<file path="config.mk">
export PLATFORM = sky130hd
export DESIGN_NAME = adrr_analog_regs_flat
export DESIGN_NICKNAME = d
export VERILOG_FILES = /design/src/hdl/adrr_pkg.sv /design/src/hdl/adrr_d2d_if.sv /design/src/hdl/adrr_analog_regs.sv /design/src/flat_wrapper.sv
export SDC_FILE = /design/constraint.sdc
export NUM_CORES = 1
export LEC_CHECK = 0
export ABC_AREA = 1
export CELL_PAD_IN_SITES_DETAIL_PLACEMENT = 0
export CELL_PAD_IN_SITES_GLOBAL_PLACEMENT = 1
export CORE_MARGIN = 5
export CORE_UTILIZATION = 49
export CTS_CLUSTER_SIZE = 40
export DETAILED_ROUTE_END_ITERATION = 6
export DONT_BUFFER_PORTS = 1
export HOLD_SLACK_MARGIN = 0.08
export PLACE_DENSITY = 0.91
export SLEW_MARGIN = 20
export SYNTH_ARGS = -nofsm -noshare
export SYNTH_HDL_FRONTEND = slang
export SYNTH_SLANG_ARGS = --single-unit
</file>
<file path="constraint.sdc">
create_clock -name ref_clk -period 1.4 [get_ports ref_clk]
set_clock_uncertainty 0.1 [all_clocks]
set_input_delay 0.21 -clock ref_clk [delete_from_list [all_inputs] [get_ports ref_clk]]
set_output_delay 0.21 -clock ref_clk [all_outputs]
set_load 0.05 [all_outputs]
</file>
<file path="src/hdl/adrr_pkg.sv">
package adrr_pkg;

   // ----------------------------------------------------------------
   // global address windows
   // ----------------------------------------------------------------
   localparam logic [15:0] BLOCKING_BASE  = 16'h0200;
   localparam logic [15:0] NONBLOCK_BASE  = 16'h0300;
   localparam logic [15:0] WINDOW_MASK    = 16'hff00;

   // ----------------------------------------------------------------
   // register offsets inside a window
   // ----------------------------------------------------------------
   localparam logic [7:0] OFS_CS_CTRL     = 8'h3c;
   localparam logic [7:0] OFS_CH_EN_HI    = 8'h82;
   localparam logic [7:0] OFS_CH_EN_LO    = 8'h83;
   localparam logic [7:0] OFS_DONE_HI     = 8'h84;
   localparam logic [7:0] OFS_DONE_LO     = 8'h85;
   localparam logic [7:0] OFS_RES9_HI     = 8'h98;
   localparam logic [7:0] OFS_RES9_LO     = 8'h99;
   localparam logic [7:0] OFS_SIL_REV     = 8'hf4;

   // ----------------------------------------------------------------
   // fields, reset values, options
   // ----------------------------------------------------------------
   localparam logic [7:0]  CS_CTRL_RESET  = 8'h00;
   localparam logic [15:0] CH_EN_RESET    = 16'h0000;
   localparam logic [15:0] DONE_RESET     = 16'h0000;
   localparam logic [15:0] CH_NINE_MASK   = 16'h0200;
   localparam logic [15:0] CH_ABSENT_MASK = 16'h2000;
   localparam logic [7:0]  HI_NINE_MASK   = 8'h02;
   localparam int          ADC_BITS       = 10;
   localparam int          REV_FIELD_BITS = 2;
   localparam logic [1:0]  OPTION_FULL    = 2'h1;
   localparam logic [1:0]  OPTION_REDUCED = 2'h2;

   // true when the global address falls into the given window
   function automatic logic inWindow(input logic [15:0] addr,
                                     input logic [15:0] base);
      inWindow = (addr & WINDOW_MASK) == base;
   endfunction

endpackage

</file>
<file path="src/hdl/adrr_d2d_if.sv">
`timescale 1ns/1ps
interface adrr_d2d_if
(
   input wire logic ref_clk,   // shared clock
   input wire logic rst_n      // asynchronous reset, active low
);
   logic        req;           // one-cycle access request
   logic        write;         // 1 write, 0 read
   logic [15:0] addr;          // global address
   logic [7:0]  wdata;         // write data
   logic        ack;           // one-cycle answer
   logic        err;           // answer flags an address outside both windows or an unmapped offset
   logic [7:0]  rdata;         // read data, valid with ack

   modport dev  (input  req, write, addr, wdata,
                 output ack, err, rdata);
   modport host (output req, write, addr, wdata,
                 input  ack, err, rdata);
endinterface

</file>
<file path="src/hdl/adrr_analog_regs.sv">
// Operation
// [RL1] revision register: full mask 3-2, metal 1-0
// [RL2] new mask release carries incremented revision value
// [RL3] offsets decoded from 0x0200 blocking, 0x300 non-blocking
// [RL4] option 1 has current sense; option 2 lacks it
// [RL5] reduced option: host leaves current sense control zero
// [RL6] reduced option: host writes channel nine enable zero
// [RL7] reduced option: host ignores channel nine flag, result
// [RL8] reduced option: no current sense, no channel nine
// [RL9] writes to revision register have no effect
`timescale 1ns/1ps
module adrr_analog_regs
   import adrr_pkg::*;
#(
   parameter logic [1:0] DIE_OPTION     = OPTION_FULL,
   // revision values are arbitrary; each mask release bumps them
   parameter logic [1:0] FULL_MASK_REV  = 2'h0,
   parameter logic [1:0] METAL_MASK_REV = 2'h0
)
(
   input  wire logic                ref_clk,     // clock, 20 MHz
   input  wire logic                rst_n,       // async reset, low
   adrr_d2d_if.dev                  bus,         // die-to-die bus
   input  wire logic [15:0]         convDone,    // channel done pulses
   input  wire logic [ADC_BITS-1:0] resultNine,  // channel 9 sample
   output logic [7:0]               csControl,   // current sense ctrl
   output logic [15:0]              chanEnable   // conversion enables
);

   // ----------------------------------------------------------------
   // state
   // ----------------------------------------------------------------
   typedef struct packed {
      logic                ack;
      logic                err;
      logic [7:0]          rdata;
      logic [7:0]          csCtrl;
      logic [15:0]         chanEn;
      logic [15:0]         done;
      logic [ADC_BITS-1:0] resNine;
   } adrr_dev_s;

   localparam logic        HAS_SENSE = (DIE_OPTION == OPTION_FULL);
   // the unbonded channel never reports; channel 9 never reports on the reduced option
   localparam logic [15:0] DEAD_CH   = HAS_SENSE ? CH_ABSENT_MASK
                                     : (CH_ABSENT_MASK | CH_NINE_MASK);

   // one done flag per conversion channel
   localparam int N_CHAN = $bits(CH_EN_RESET);

   adrr_dev_s st_r;
   adrr_dev_s st_nxt;

   logic        hitBlk;
   logic        hitNbk;
   logic [7:0]  ofs;
   logic        enWrite;
   logic [15:0] clearMask;
   logic [15:0] setMask;
   logic [15:0] doneNxt;
   logic [7:0]  revByte;

   // flags that a write of d to enable byte o restarts and clears
   function automatic logic [15:0] enableClear(input logic [7:0] o,
                                               input logic [7:0] d);
      enableClear = 16'h0000;
      if (o == OFS_CH_EN_HI)
      begin
         enableClear[15:8] = d;
      end
      else if (o == OFS_CH_EN_LO)
      begin
         enableClear[7:0] = d;
      end
   endfunction

   assign revByte = {4'h0, FULL_MASK_REV, METAL_MASK_REV};  // RL1 RL2

   // ----------------------------------------------------------------
   // address decode
   // ----------------------------------------------------------------
   assign hitBlk  = inWindow(bus.addr, BLOCKING_BASE);       // RL3
   assign hitNbk  = inWindow(bus.addr, NONBLOCK_BASE);       // RL3
   assign ofs     = bus.addr[7:0];
   assign enWrite = bus.req && bus.write && (hitBlk || hitNbk);

   // ----------------------------------------------------------------
   // conversion done flags
   // ----------------------------------------------------------------
   // kept out of the next-state process so that the flag logic never
   // feeds back into the decode that produces its clear strobe
   assign clearMask = enWrite ? enableClear(ofs, bus.wdata) : 16'h0000;
   assign setMask   = convDone & ~DEAD_CH;                    // RL8

   generate
      for (genvar ch = 0; ch < N_CHAN; ch++)
      begin : g_done
         // a done pulse in the same cycle as the clear wins
         assign doneNxt[ch] = setMask[ch]
                              || (st_r.done[ch] && !clearMask[ch]);
      end
   endgenerate

   // ----------------------------------------------------------------
   // next state
   // ----------------------------------------------------------------
   always_comb
   begin
      st_nxt     = st_r;
      st_nxt.ack = 1'b0;
      st_nxt.err = 1'b0;

      // latest channel 9 sample, only when that channel exists
      if (HAS_SENSE && |(convDone & CH_NINE_MASK))    // RL4
      begin
         st_nxt.resNine = resultNine;
      end

      if (bus.req)
      begin
         st_nxt.ack   = 1'b1;
         st_nxt.rdata = 8'h00;
         if (!(hitBlk || hitNbk))
         begin
            st_nxt.err = 1'b1;
         end
         else if (bus.write)
         begin
            unique case (ofs)
               OFS_CS_CTRL:
               begin
                  // absent module: register stays at reset value
                  if (HAS_SENSE)                      // RL8
                  begin
                     st_nxt.csCtrl = bus.wdata;
                  end
               end
               OFS_CH_EN_HI:
               begin
                  st_nxt.chanEn[15:8] = bus.wdata & ~DEAD_CH[15:8];
               end
               OFS_CH_EN_LO:
               begin
                  st_nxt.chanEn[7:0] = bus.wdata & ~DEAD_CH[7:0];
               end
               // read-only registers swallow writes silently
               OFS_SIL_REV, OFS_DONE_HI, OFS_DONE_LO,
               OFS_RES9_HI, OFS_RES9_LO:
               begin
                  st_nxt.err = 1'b0;                  // RL9
               end
               default:
               begin
                  st_nxt.err = 1'b1;
               end
            endcase
         end
         else
         begin
            unique case (ofs)
               OFS_CS_CTRL:  st_nxt.rdata = st_r.csCtrl;
               OFS_CH_EN_HI: st_nxt.rdata = st_r.chanEn[15:8];
               OFS_CH_EN_LO: st_nxt.rdata = st_r.chanEn[7:0];
               OFS_DONE_HI:  st_nxt.rdata = st_r.done[15:8];
               OFS_DONE_LO:  st_nxt.rdata = st_r.done[7:0];
               OFS_RES9_HI:
               begin
                  st_nxt.rdata = st_r.resNine[ADC_BITS-1:2];
               end
               OFS_RES9_LO:
               begin
                  st_nxt.rdata = {st_r.resNine[1:0], 6'h00};
               end
               OFS_SIL_REV:  st_nxt.rdata = revByte;  // RL1
               default:
               begin
                  st_nxt.err = 1'b1;
               end
            endcase
         end
      end

      st_nxt.done = doneNxt;
   end

   // ----------------------------------------------------------------
   // registers
   // ----------------------------------------------------------------
   always_ff @(posedge ref_clk or negedge rst_n)
   begin
      if (!rst_n)
      begin
         st_r.ack     <= 1'b0;
         st_r.err     <= 1'b0;
         st_r.rdata   <= 8'h00;
         st_r.csCtrl  <= CS_CTRL_RESET;
         st_r.chanEn  <= CH_EN_RESET;
         st_r.done    <= DONE_RESET;
         st_r.resNine <= '0;
      end
      else
      begin
         st_r <= st_nxt;
      end
   end

   assign bus.ack    = st_r.ack;
   assign bus.err    = st_r.err;
   assign bus.rdata  = st_r.rdata;
   assign csControl  = st_r.csCtrl;
   assign chanEnable = st_r.chanEn;

endmodule // adrr_analog_regs

</file>
<file path="src/flat_wrapper.sv">
// flat-port wrapper written by rule: the top's interface ports become plain ports
module adrr_analog_regs_flat import adrr_pkg::*;
#(
   parameter logic [1:0] DIE_OPTION     = OPTION_FULL,
                                                                 
   parameter logic [1:0] FULL_MASK_REV  = 2'h0,
   parameter logic [1:0] METAL_MASK_REV = 2'h0
)
  (ref_clk, rst_n, convDone, resultNine, csControl, chanEnable, bus_req, bus_write, bus_addr, bus_wdata, bus_ack, bus_err, bus_rdata);
  adrr_d2d_if bus_i (.ref_clk(ref_clk), .rst_n(rst_n));
  input  wire logic ref_clk;
  input  wire logic rst_n;
  input  wire logic [15:0] convDone;
  input  wire logic [ADC_BITS-1:0] resultNine;
  output logic [7:0] csControl;
  output logic [15:0] chanEnable;
  input wire logic [$bits(bus_i.req)-1:0] bus_req;
  input wire logic [$bits(bus_i.write)-1:0] bus_write;
  input wire logic [$bits(bus_i.addr)-1:0] bus_addr;
  input wire logic [$bits(bus_i.wdata)-1:0] bus_wdata;
  output wire logic [$bits(bus_i.ack)-1:0] bus_ack;
  output wire logic [$bits(bus_i.err)-1:0] bus_err;
  output wire logic [$bits(bus_i.rdata)-1:0] bus_rdata;
  assign bus_i.req = bus_req;
  assign bus_i.write = bus_write;
  assign bus_i.addr = bus_addr;
  assign bus_i.wdata = bus_wdata;
  assign bus_ack = bus_i.ack;
  assign bus_err = bus_i.err;
  assign bus_rdata = bus_i.rdata;
  adrr_analog_regs #(.DIE_OPTION(DIE_OPTION), .FULL_MASK_REV(FULL_MASK_REV), .METAL_MASK_REV(METAL_MASK_REV)) u_core (.ref_clk(ref_clk), .rst_n(rst_n), .bus(bus_i), .convDone(convDone), .resultNine(resultNine), .csControl(csControl), .chanEnable(chanEnable));
endmodule
</file>
==> results of run 1 <==
cells by family (layout without fill, tap and decap cells):
group | count (synthesis) | after routing | synth area share
and+or+nand+nor | 225 | 225 | 0.310
buffers and inverters | 84 | 138 | 0.148
DFF | 59 | 59 | 0.456
AOI/OAI and AO/OA | 47 | 47 | 0.0854
other | 1 | 1 | 0.00116
sequential cells by signal, summed over array words and instances, names as in the netlist:
signal and flops:
u_core.st_r 26, u_core.chanEnable 15, u_core.bus.rdata 8, u_core.csControl 8
u_core.bus.ack 1, u_core.bus.err 1
cells in the final DEF, fill, tap and decap left out, types with 2 or more instances in the layout:
master	instances
sky130_fd_sc_hd__nand2_1	126
sky130_fd_sc_hd__nand3_1	61
sky130_fd_sc_hd__dfrtp_1	59
sky130_fd_sc_hd__buf_4	42
sky130_fd_sc_hd__inv_1	38
sky130_fd_sc_hd__dlygate4sd3_1	34
sky130_fd_sc_hd__nor2_1	19
sky130_fd_sc_hd__o21ai_0	18
sky130_fd_sc_hd__o21ai_1	16
sky130_fd_sc_hd__clkbuf_8	11
sky130_fd_sc_hd__o21ai_2	10
sky130_fd_sc_hd__nor2_2	7
sky130_fd_sc_hd__inv_2	4
sky130_fd_sc_hd__nand2_4	3
sky130_fd_sc_hd__nor2_4	2
sky130_fd_sc_hd__clkinvlp_4	2
sky130_fd_sc_hd__nand2_2	2
sky130_fd_sc_hd__bufinv_16	2
sky130_fd_sc_hd__buf_12	2
through the flow:
| stage | cell area, um2 | cells | power [W] |
|---|---|---|---|
| detailed placement | 3370 | 496 | 0.00195 |
| CTS | 3950 | 547 | 0.00380 |
| floorplan | 3240 | 416 | 0.00191 |
| finish | 3960 | 547 | 0.00378 |
| global placement | 3370 | 496 | 0.00195 |
| global route | 3960 | 547 | 0.00393 |
cell type report:
class,count,share of cell area
clock buffer,12,0.0391
multi-input combinational,273,0.325
tap,77,0.0243
sequential,59,0.372
clock inverter,4,0.0183
timing repair buffer,79,0.179
inverter,43,0.0417
power breakdown:
group          total, W  internal [W]  switching (W)  leakage (nW)
Combinational  0.000250      0.000118       0.000132          1.18
Clock           0.00177       0.00110       0.000675         0.113
Sequential      0.00176       0.00173      0.0000261         0.718
Total           0.00378       0.00295       0.000833          2.01
worst min path at each step:
stage / endpoint / depth (start not counted)
2_1_floorplan: u_core.bus.ack / 0
3_3_place_gp: u_core.bus.rdata[3] / 0
3_5_place_dp: u_core.bus.rdata[3] / 0
4_1_cts: u_core.bus.rdata[3] / 0
5_1_grt: u_core.bus.rdata[3] / 0
6_report: u_core.csControl[4] / 0
layer usage:
layer | up-vias | GRT usage | routed length [um]
li1 | 1386 | - | -
met1 | 1277 | 0.256 | 3350
met2 | 104 | 0.326 | 3860
met3 | 17 | 0.0694 | 665
met4 | 0 | 0.0697 | 210
met5 | - | 0 | 0
timing repair:
item | 4_1_cts | 5_1_grt
setup endpoints to repair | 0 | 17
resized for setup | 0 | 7
hold endpoints to repair | 110 | 59
==> results summary, run 1 <==
The power per cell area came out at 954 nW/um2. For this block, the initial DRC count from the detailed router was between 150 and 200. The antenna diode count came out at 0. The number of antenna violations at the first check in global routing came out at 0. For this design, the CTS-stage hold fixing added 35 buffers. The logic depth of the worst register-to-register path came out at 3. After synthesis the netlist holds a flip-flop and latch count of between 50 and 60. The depth of the CTS H-tree is 3. The area share of the leading cell type in the synthesized netlist is 0.456. The routed wire length is approximately 8100 um. IR analysis of the VDD net gives a maximum drop of ~0.77 mV. The per-cell via count in the routed design is about 5.

The fraction of layout instances using a drive strength above 1 came out at 0.194. The final worst setup slack is a little over 0.08 ns. Together, buffers and inverters on the worst path number 2. The critical path ends at u_core.bus.rdata[0].

The setup TNS came out at 0 ns. For this run, design rule violations remaining after detail routing come to 0. The reported max-cap violation count is 0. The launching point of the worst reg2reg path is u_core.st_r[7].

The Yosys warning count came out at 0. The relative area change from synthesis to final layout is 22.5%. By area the synthesized netlist is led by sky130_fd_sc_hd__dfrtp_1 (46%), sky130_fd_sc_hd__nand2_1 (15%), sky130_fd_sc_hd__nand3_1 (9.4%), sky130_fd_sc_hd__buf_4 (7.7%), sky130_fd_sc_hd__inv_1 (4.4%). The maximum achievable frequency came out at approximately 0.76 GHz.

The capturing point of the worst reg2reg path is u_core.st_r[7]. The last weighted congestion value of the routability-driven placer came out at around 0.88. Along the worst path, the maximum fanout reaches 5.

The critical path is of the input pin to register type. Setup repair after global routing left no endpoint under its margin. The floorplan step defined a core boundary enclosing ~6400 um2. In this run the static leakage power is 2.01 nW.

The worst slack on hold paths came out at -0.540 ns. The die outline height came out at 91.3 um. The number of clock sinks seen by CTS came out at between 50 and 60. The synthesized area divided by synthesized cell count is roughly 8 um2.

The first-pass GRT wire length came out at 13400 um. The maximum count of clock buffers along a single path is 2. TritonCTS built the clock tree.

The worst setup path is launched from an input pin. At the end of the flow, the number of nets in the layout was 519. The footprint of the multi-input gates is around 1300 um2. The average wire per standard cell came out at 14.8 um.

In this run the horizontal extent of the chip is 91.3 um. The utilization after layout came out at 0.621. The buffers inserted during post-CTS setup optimization is 0. The min-delay analysis places its worst path in the category input pin to asynchronous set/reset pin. The most critical setup path has its startpoint at bus_req. The final global-route overflow total came out at 0. The share of the clock period used by the worst path after layout came out at 0.942. The worst setup path is captured at a register. The total of fill cells in the finished design is ~540. The total clock buffers created by CTS came out at 9. The commonest cells after synthesis are sky130_fd_sc_hd__nand2_1 (127), sky130_fd_sc_hd__nand3_1 (61), sky130_fd_sc_hd__dfrtp_1 (59), sky130_fd_sc_hd__inv_1 (38), sky130_fd_sc_hd__buf_4 (33).

The top-level I/O count is 88. The length of the first detailed-routing pass in iterations is 5. Setup violations remaining at the end of the flow were counted as 0. The max-slew violation total from the final report is 0. The via count of the routed design is 2784. The final hold violation count is between 50 and 60.

The number of buffer cells added on primary ports is 0. The most used flip-flop cell after synthesis is sky130_fd_sc_hd__dfrtp_1. The required time at the worst-slack endpoint is 1.55 ns.

The pre-CTS worst setup slack is -0.118 ns. The HPWL after detailed placement is roughly 5900 um. Walking the worst path, the cells encountered are dlygate4sd3_1, inv_2, or2_2, nor2_4, nand2_2, o21ai_0. The clock latency on the worst-skew pair came out at around 0.34 ns. Among all cell types in the netlist, the one instantiated most often is sky130_fd_sc_hd__nand2_1.

The initial utilization of the core area, before any placement, comes to 0.507. The area enclosed by the die boundary is between 8000 and 9000 um2. Once detail routing completed, the nets flagged for antenna violations numbered 0. After floorplanning, the core was divided into 29 placement rows. The data arrival time of the critical path came out at between 1 and 1.5 ns. The slowest library cell on the worst path is sky130_fd_sc_hd__dlygate4sd3_1. sky130_fd_sc_hd__dfrtp_1 takes more of the synthesized area than any other cell.

The via count of the first global-routing pass came out at approximately 2700. In this run the register-to-register setup slack is roughly 0.09 ns. The netlist area before placement is 3240 um2. The checks that failed: hold timing. The sequential share of the synthesized area is 0.456. The time the final worst path needs with I/O delays and setup is roughly 1.3 ns.

The synthesized netlist cell count is ~420. The flow ran to the end, but the final reports show violations. The synthesized net count is 470.

The maximum number of pins on one net before global-route repair came out at 60. The family with the most delay on the worst path is buffers and inverters. The root buffer cell is sky130_fd_sc_hd__clkbuf_8. The number of distinct standard cells referenced by the synthesized netlist is 27. The CTS clock-pin slew for the worst setup and hold paths is ~0.070 ns. The number of synthesized flops with an enable pin came out at 0.

On the worst path, the slowest cell contributes a delay of between 0.5 and 0.6 ns. Summing all flip-flop and latch instances after layout gives approximately 1500 um2. The number of gates on the worst path with buffers counted is 6.

Across every metal layer, demand over resource in global routing totals 0.203. The share of synthesized flip-flops with an asynchronous set or reset is 1.00.
(Power assumes the default switching activity.)
==> run 2: changes to the inputs <==
--- a/config.mk
+++ b/config.mk
@@ -8,7 +8,7 @@
 export ABC_AREA = 1
 export CELL_PAD_IN_SITES_DETAIL_PLACEMENT = 0
 export CELL_PAD_IN_SITES_GLOBAL_PLACEMENT = 1
-export CORE_MARGIN = 5
+export CORE_MARGIN = 2
 export CORE_UTILIZATION = 49
 export CTS_CLUSTER_SIZE = 40
 export DETAILED_ROUTE_END_ITERATION = 6
==> results summary, run 2 (synthesis results as in run 1) <==
Status: finished, violations left (unchanged). Violated checks: hold timing (unchanged). The maximum achievable frequency came to 0.770 GHz (was 0.759 GHz). The last weighted congestion value of the routability-driven placer was 0.868 (was 0.877). The utilization after layout is 0.620 (was 0.621).

The die outline height is 85.3 um (was 91.3 um). The global-route usage over all layers came out at 0.226 (was 0.203). The length of the first detailed-routing pass in iterations came to 6 (was 5). The clock latency on the worst-skew pair came out at 0.34 ns (about the same).

The data arrival time of the critical path came out at 0.99 ns (was 1.47 ns). The per-cell via count in the routed design came to 5.03 (was 5.09). The first-pass GRT wire length was 12600 um (was 13400 um). The kind of path behind the tightest hold check is input pin to asynchronous set/reset pin (unchanged). The total of fill cells in the finished design came out at 550 (was 543). The via count of the routed design came out at 2750 (was 2784). The average wire per standard cell is 14.2 um (was 14.8 um). The maximum vdd drop came out at 0.628 mV (was 0.773 mV). The post-route antenna net violation count is 0 (unchanged). The worst setup path startpoint is u_core.bus.rdata[1] (was bus_req). The launching point of the worst reg2reg path is u_core.st_r[4] (was u_core.st_r[7]). The final hold violation count was 59 (unchanged). The maximum count of clock buffers along a single path was 2 (unchanged). The number of clock sinks seen by CTS is 59 (unchanged). RSZ-0062 raised after global routing: no (unchanged). The power per cell area came out at 984 nW/um2 (was 954 nW/um2). The met1 wire length came out at 3300 um (was 3350 um). The routed wire length is 7790 um (was 8080 um). The time the final worst path needs with I/O delays and setup is 1.30 ns (was 1.32 ns). The number of gates on the worst path with buffers counted came to 0 (was 6). The footprint of the multi-input gates was 1290 um2 (unchanged). The standard cell core area is 6390 um2 (unchanged). The DRC violations left came out at 0 (unchanged). The top-level I/O count came to 88 (unchanged). The max-slew violation total from the final report is 0 (unchanged).

The share of the clock period used by the worst path after layout came to 0.927 (was 0.942). The critical path capture point type is a primary output (was register). The CTS clock-pin slew for the worst setup and hold paths is 0.07 ns (about the same). The critical-path maximum fanout is 2 (was 5). The via count of the first global-routing pass came out at 2663 (was 2708). The area enclosed by the die boundary came to 7270 um2 (was 8330 um2). The number of buffer cells added on primary ports is 0 (unchanged). The final global-route overflow total is 0 (unchanged). The CTS tree is yes (unchanged).

The relative area change from synthesis to final layout was 22.3% (was 22.5%). The detailed router's first-iteration violation count came out at 144 (was 182). The number of flip-flops under the largest register name came to 26 (unchanged). The classification of the worst setup path is register to primary output (was input pin to register). The number of setup violations in the final report is 0 (unchanged).

The root buffer cell was sky130_fd_sc_hd__clkbuf_8 (unchanged). The logic depth of the worst register-to-register path came out at 4 (was 3). The highest routing layer actually used is met4 (unchanged).

The post-detailed-placement cell area is 3350 um2 (was 3370 um2). The reported max-cap violation count came out at 0 (unchanged). The sequential cell area came to 1480 um2 (unchanged). The maximum number of pins on one net before global-route repair came out at 60 (unchanged). The kind of launch point of the worst setup path is a register (was input pin).

The final worst setup slack was 0.102 ns (was 0.0817 ns). The routed length on met3 was 554 um (was 665 um). The most flop-heavy register is u_core.st_r (unchanged). The placement row count came out at 29 (unchanged).

The static leakage power came to 2.02 nW (was 2.01 nW). The sum of net half-perimeters after detailed placement is 5560 um (was 5880 um). The depth of the CTS H-tree came to 3 (unchanged). The total clock buffers created by CTS is 9 (unchanged). The area of all placed cells without fillers is 3960 um2 (about the same). The internal reg-to-reg setup slack is 0.32 ns (was 0.09 ns). The floorplan die width came to 85.3 um (was 91.3 um). The required time at the worst-slack endpoint came out at 1.09 ns (was 1.55 ns). The antenna diode count came out at 0 (unchanged).

The starting density of the core is 0.507 (unchanged). Commonest non-fill, non-tap cells in the layout: sky130_fd_sc_hd__nand2_1 (126), sky130_fd_sc_hd__nand3_1 (61), sky130_fd_sc_hd__dfrtp_1 (59) (unchanged). The worst slack on hold paths came out at -0.547 ns (was -0.540 ns). The amount of wire on met2 after detailed routing is 3740 um (was 3860 um).

The fraction of layout instances using a drive strength above 1 was 0.196 (was 0.194). The final net count came to 519 (unchanged). The number of antenna violations at the first check in global routing came out at 0 (unchanged). The setup TNS is 0 ns (unchanged).

The pre-CTS worst setup slack is -0.0827 ns (was -0.118 ns). The most common cell after layout, fill and taps aside is sky130_fd_sc_hd__nand2_1 (unchanged).
## run 2: metal layers
layer	up-vias	global-route usage
li1	1387	-
met1	1250	0.279
met2	98	0.368
met3	15	0.0661
met4	0	0.0996
met5	-	0
## run 2: what timing repair did
item / in CTS / in global routing
endpoints found under the setup margin: 0 / 17
gates resized for setup: 0 / 5
hold endpoints to repair: 112 / 60
buffers inserted: 0 / 0
hold buffers: 34 / 1
## run 2: power breakdown
group | internal (W) | leakage (nW) | switching, W
clock network | 0.00120 | 0.122 | 0.000695
logic | 0.000113 | 1.18 | 0.000131
registers | 0.00173 | 0.718 | 0.0000253
total | 0.00304 | 2.02 | 0.000852
## run 2: layout make-up
type	count	share of cell area
sequential	59	0.373
multi-input combinational	273	0.326
timing repair buffer	79	0.173
clock buffer	13	0.0452
inverter	43	0.0417
tap	77	0.0243
clock inverter	3	0.0171
## run 2: final timing paths
kind | end
worst max-delay path | bus_rdata[1]
worst min-delay path | u_core.bus.rdata[0]
worst max register to register | u_core.bus.rdata[2]
worst min register to register | u_core.st_r[2]
max in group asynchronous | u_core.st_r[6]
min in group ref_clk | u_core.bus.err
## run 2: per-stage QoR
stage	hold slack (ns)	power, W	instances
CTS	-0.555	0.00391	546
floorplan	-0.186	0.00191	416
detailed placement	-0.184	0.00194	496
global route	-0.552	0.00400	547
finish	-0.547	0.00390	547
global placement	-0.184	0.00194	496
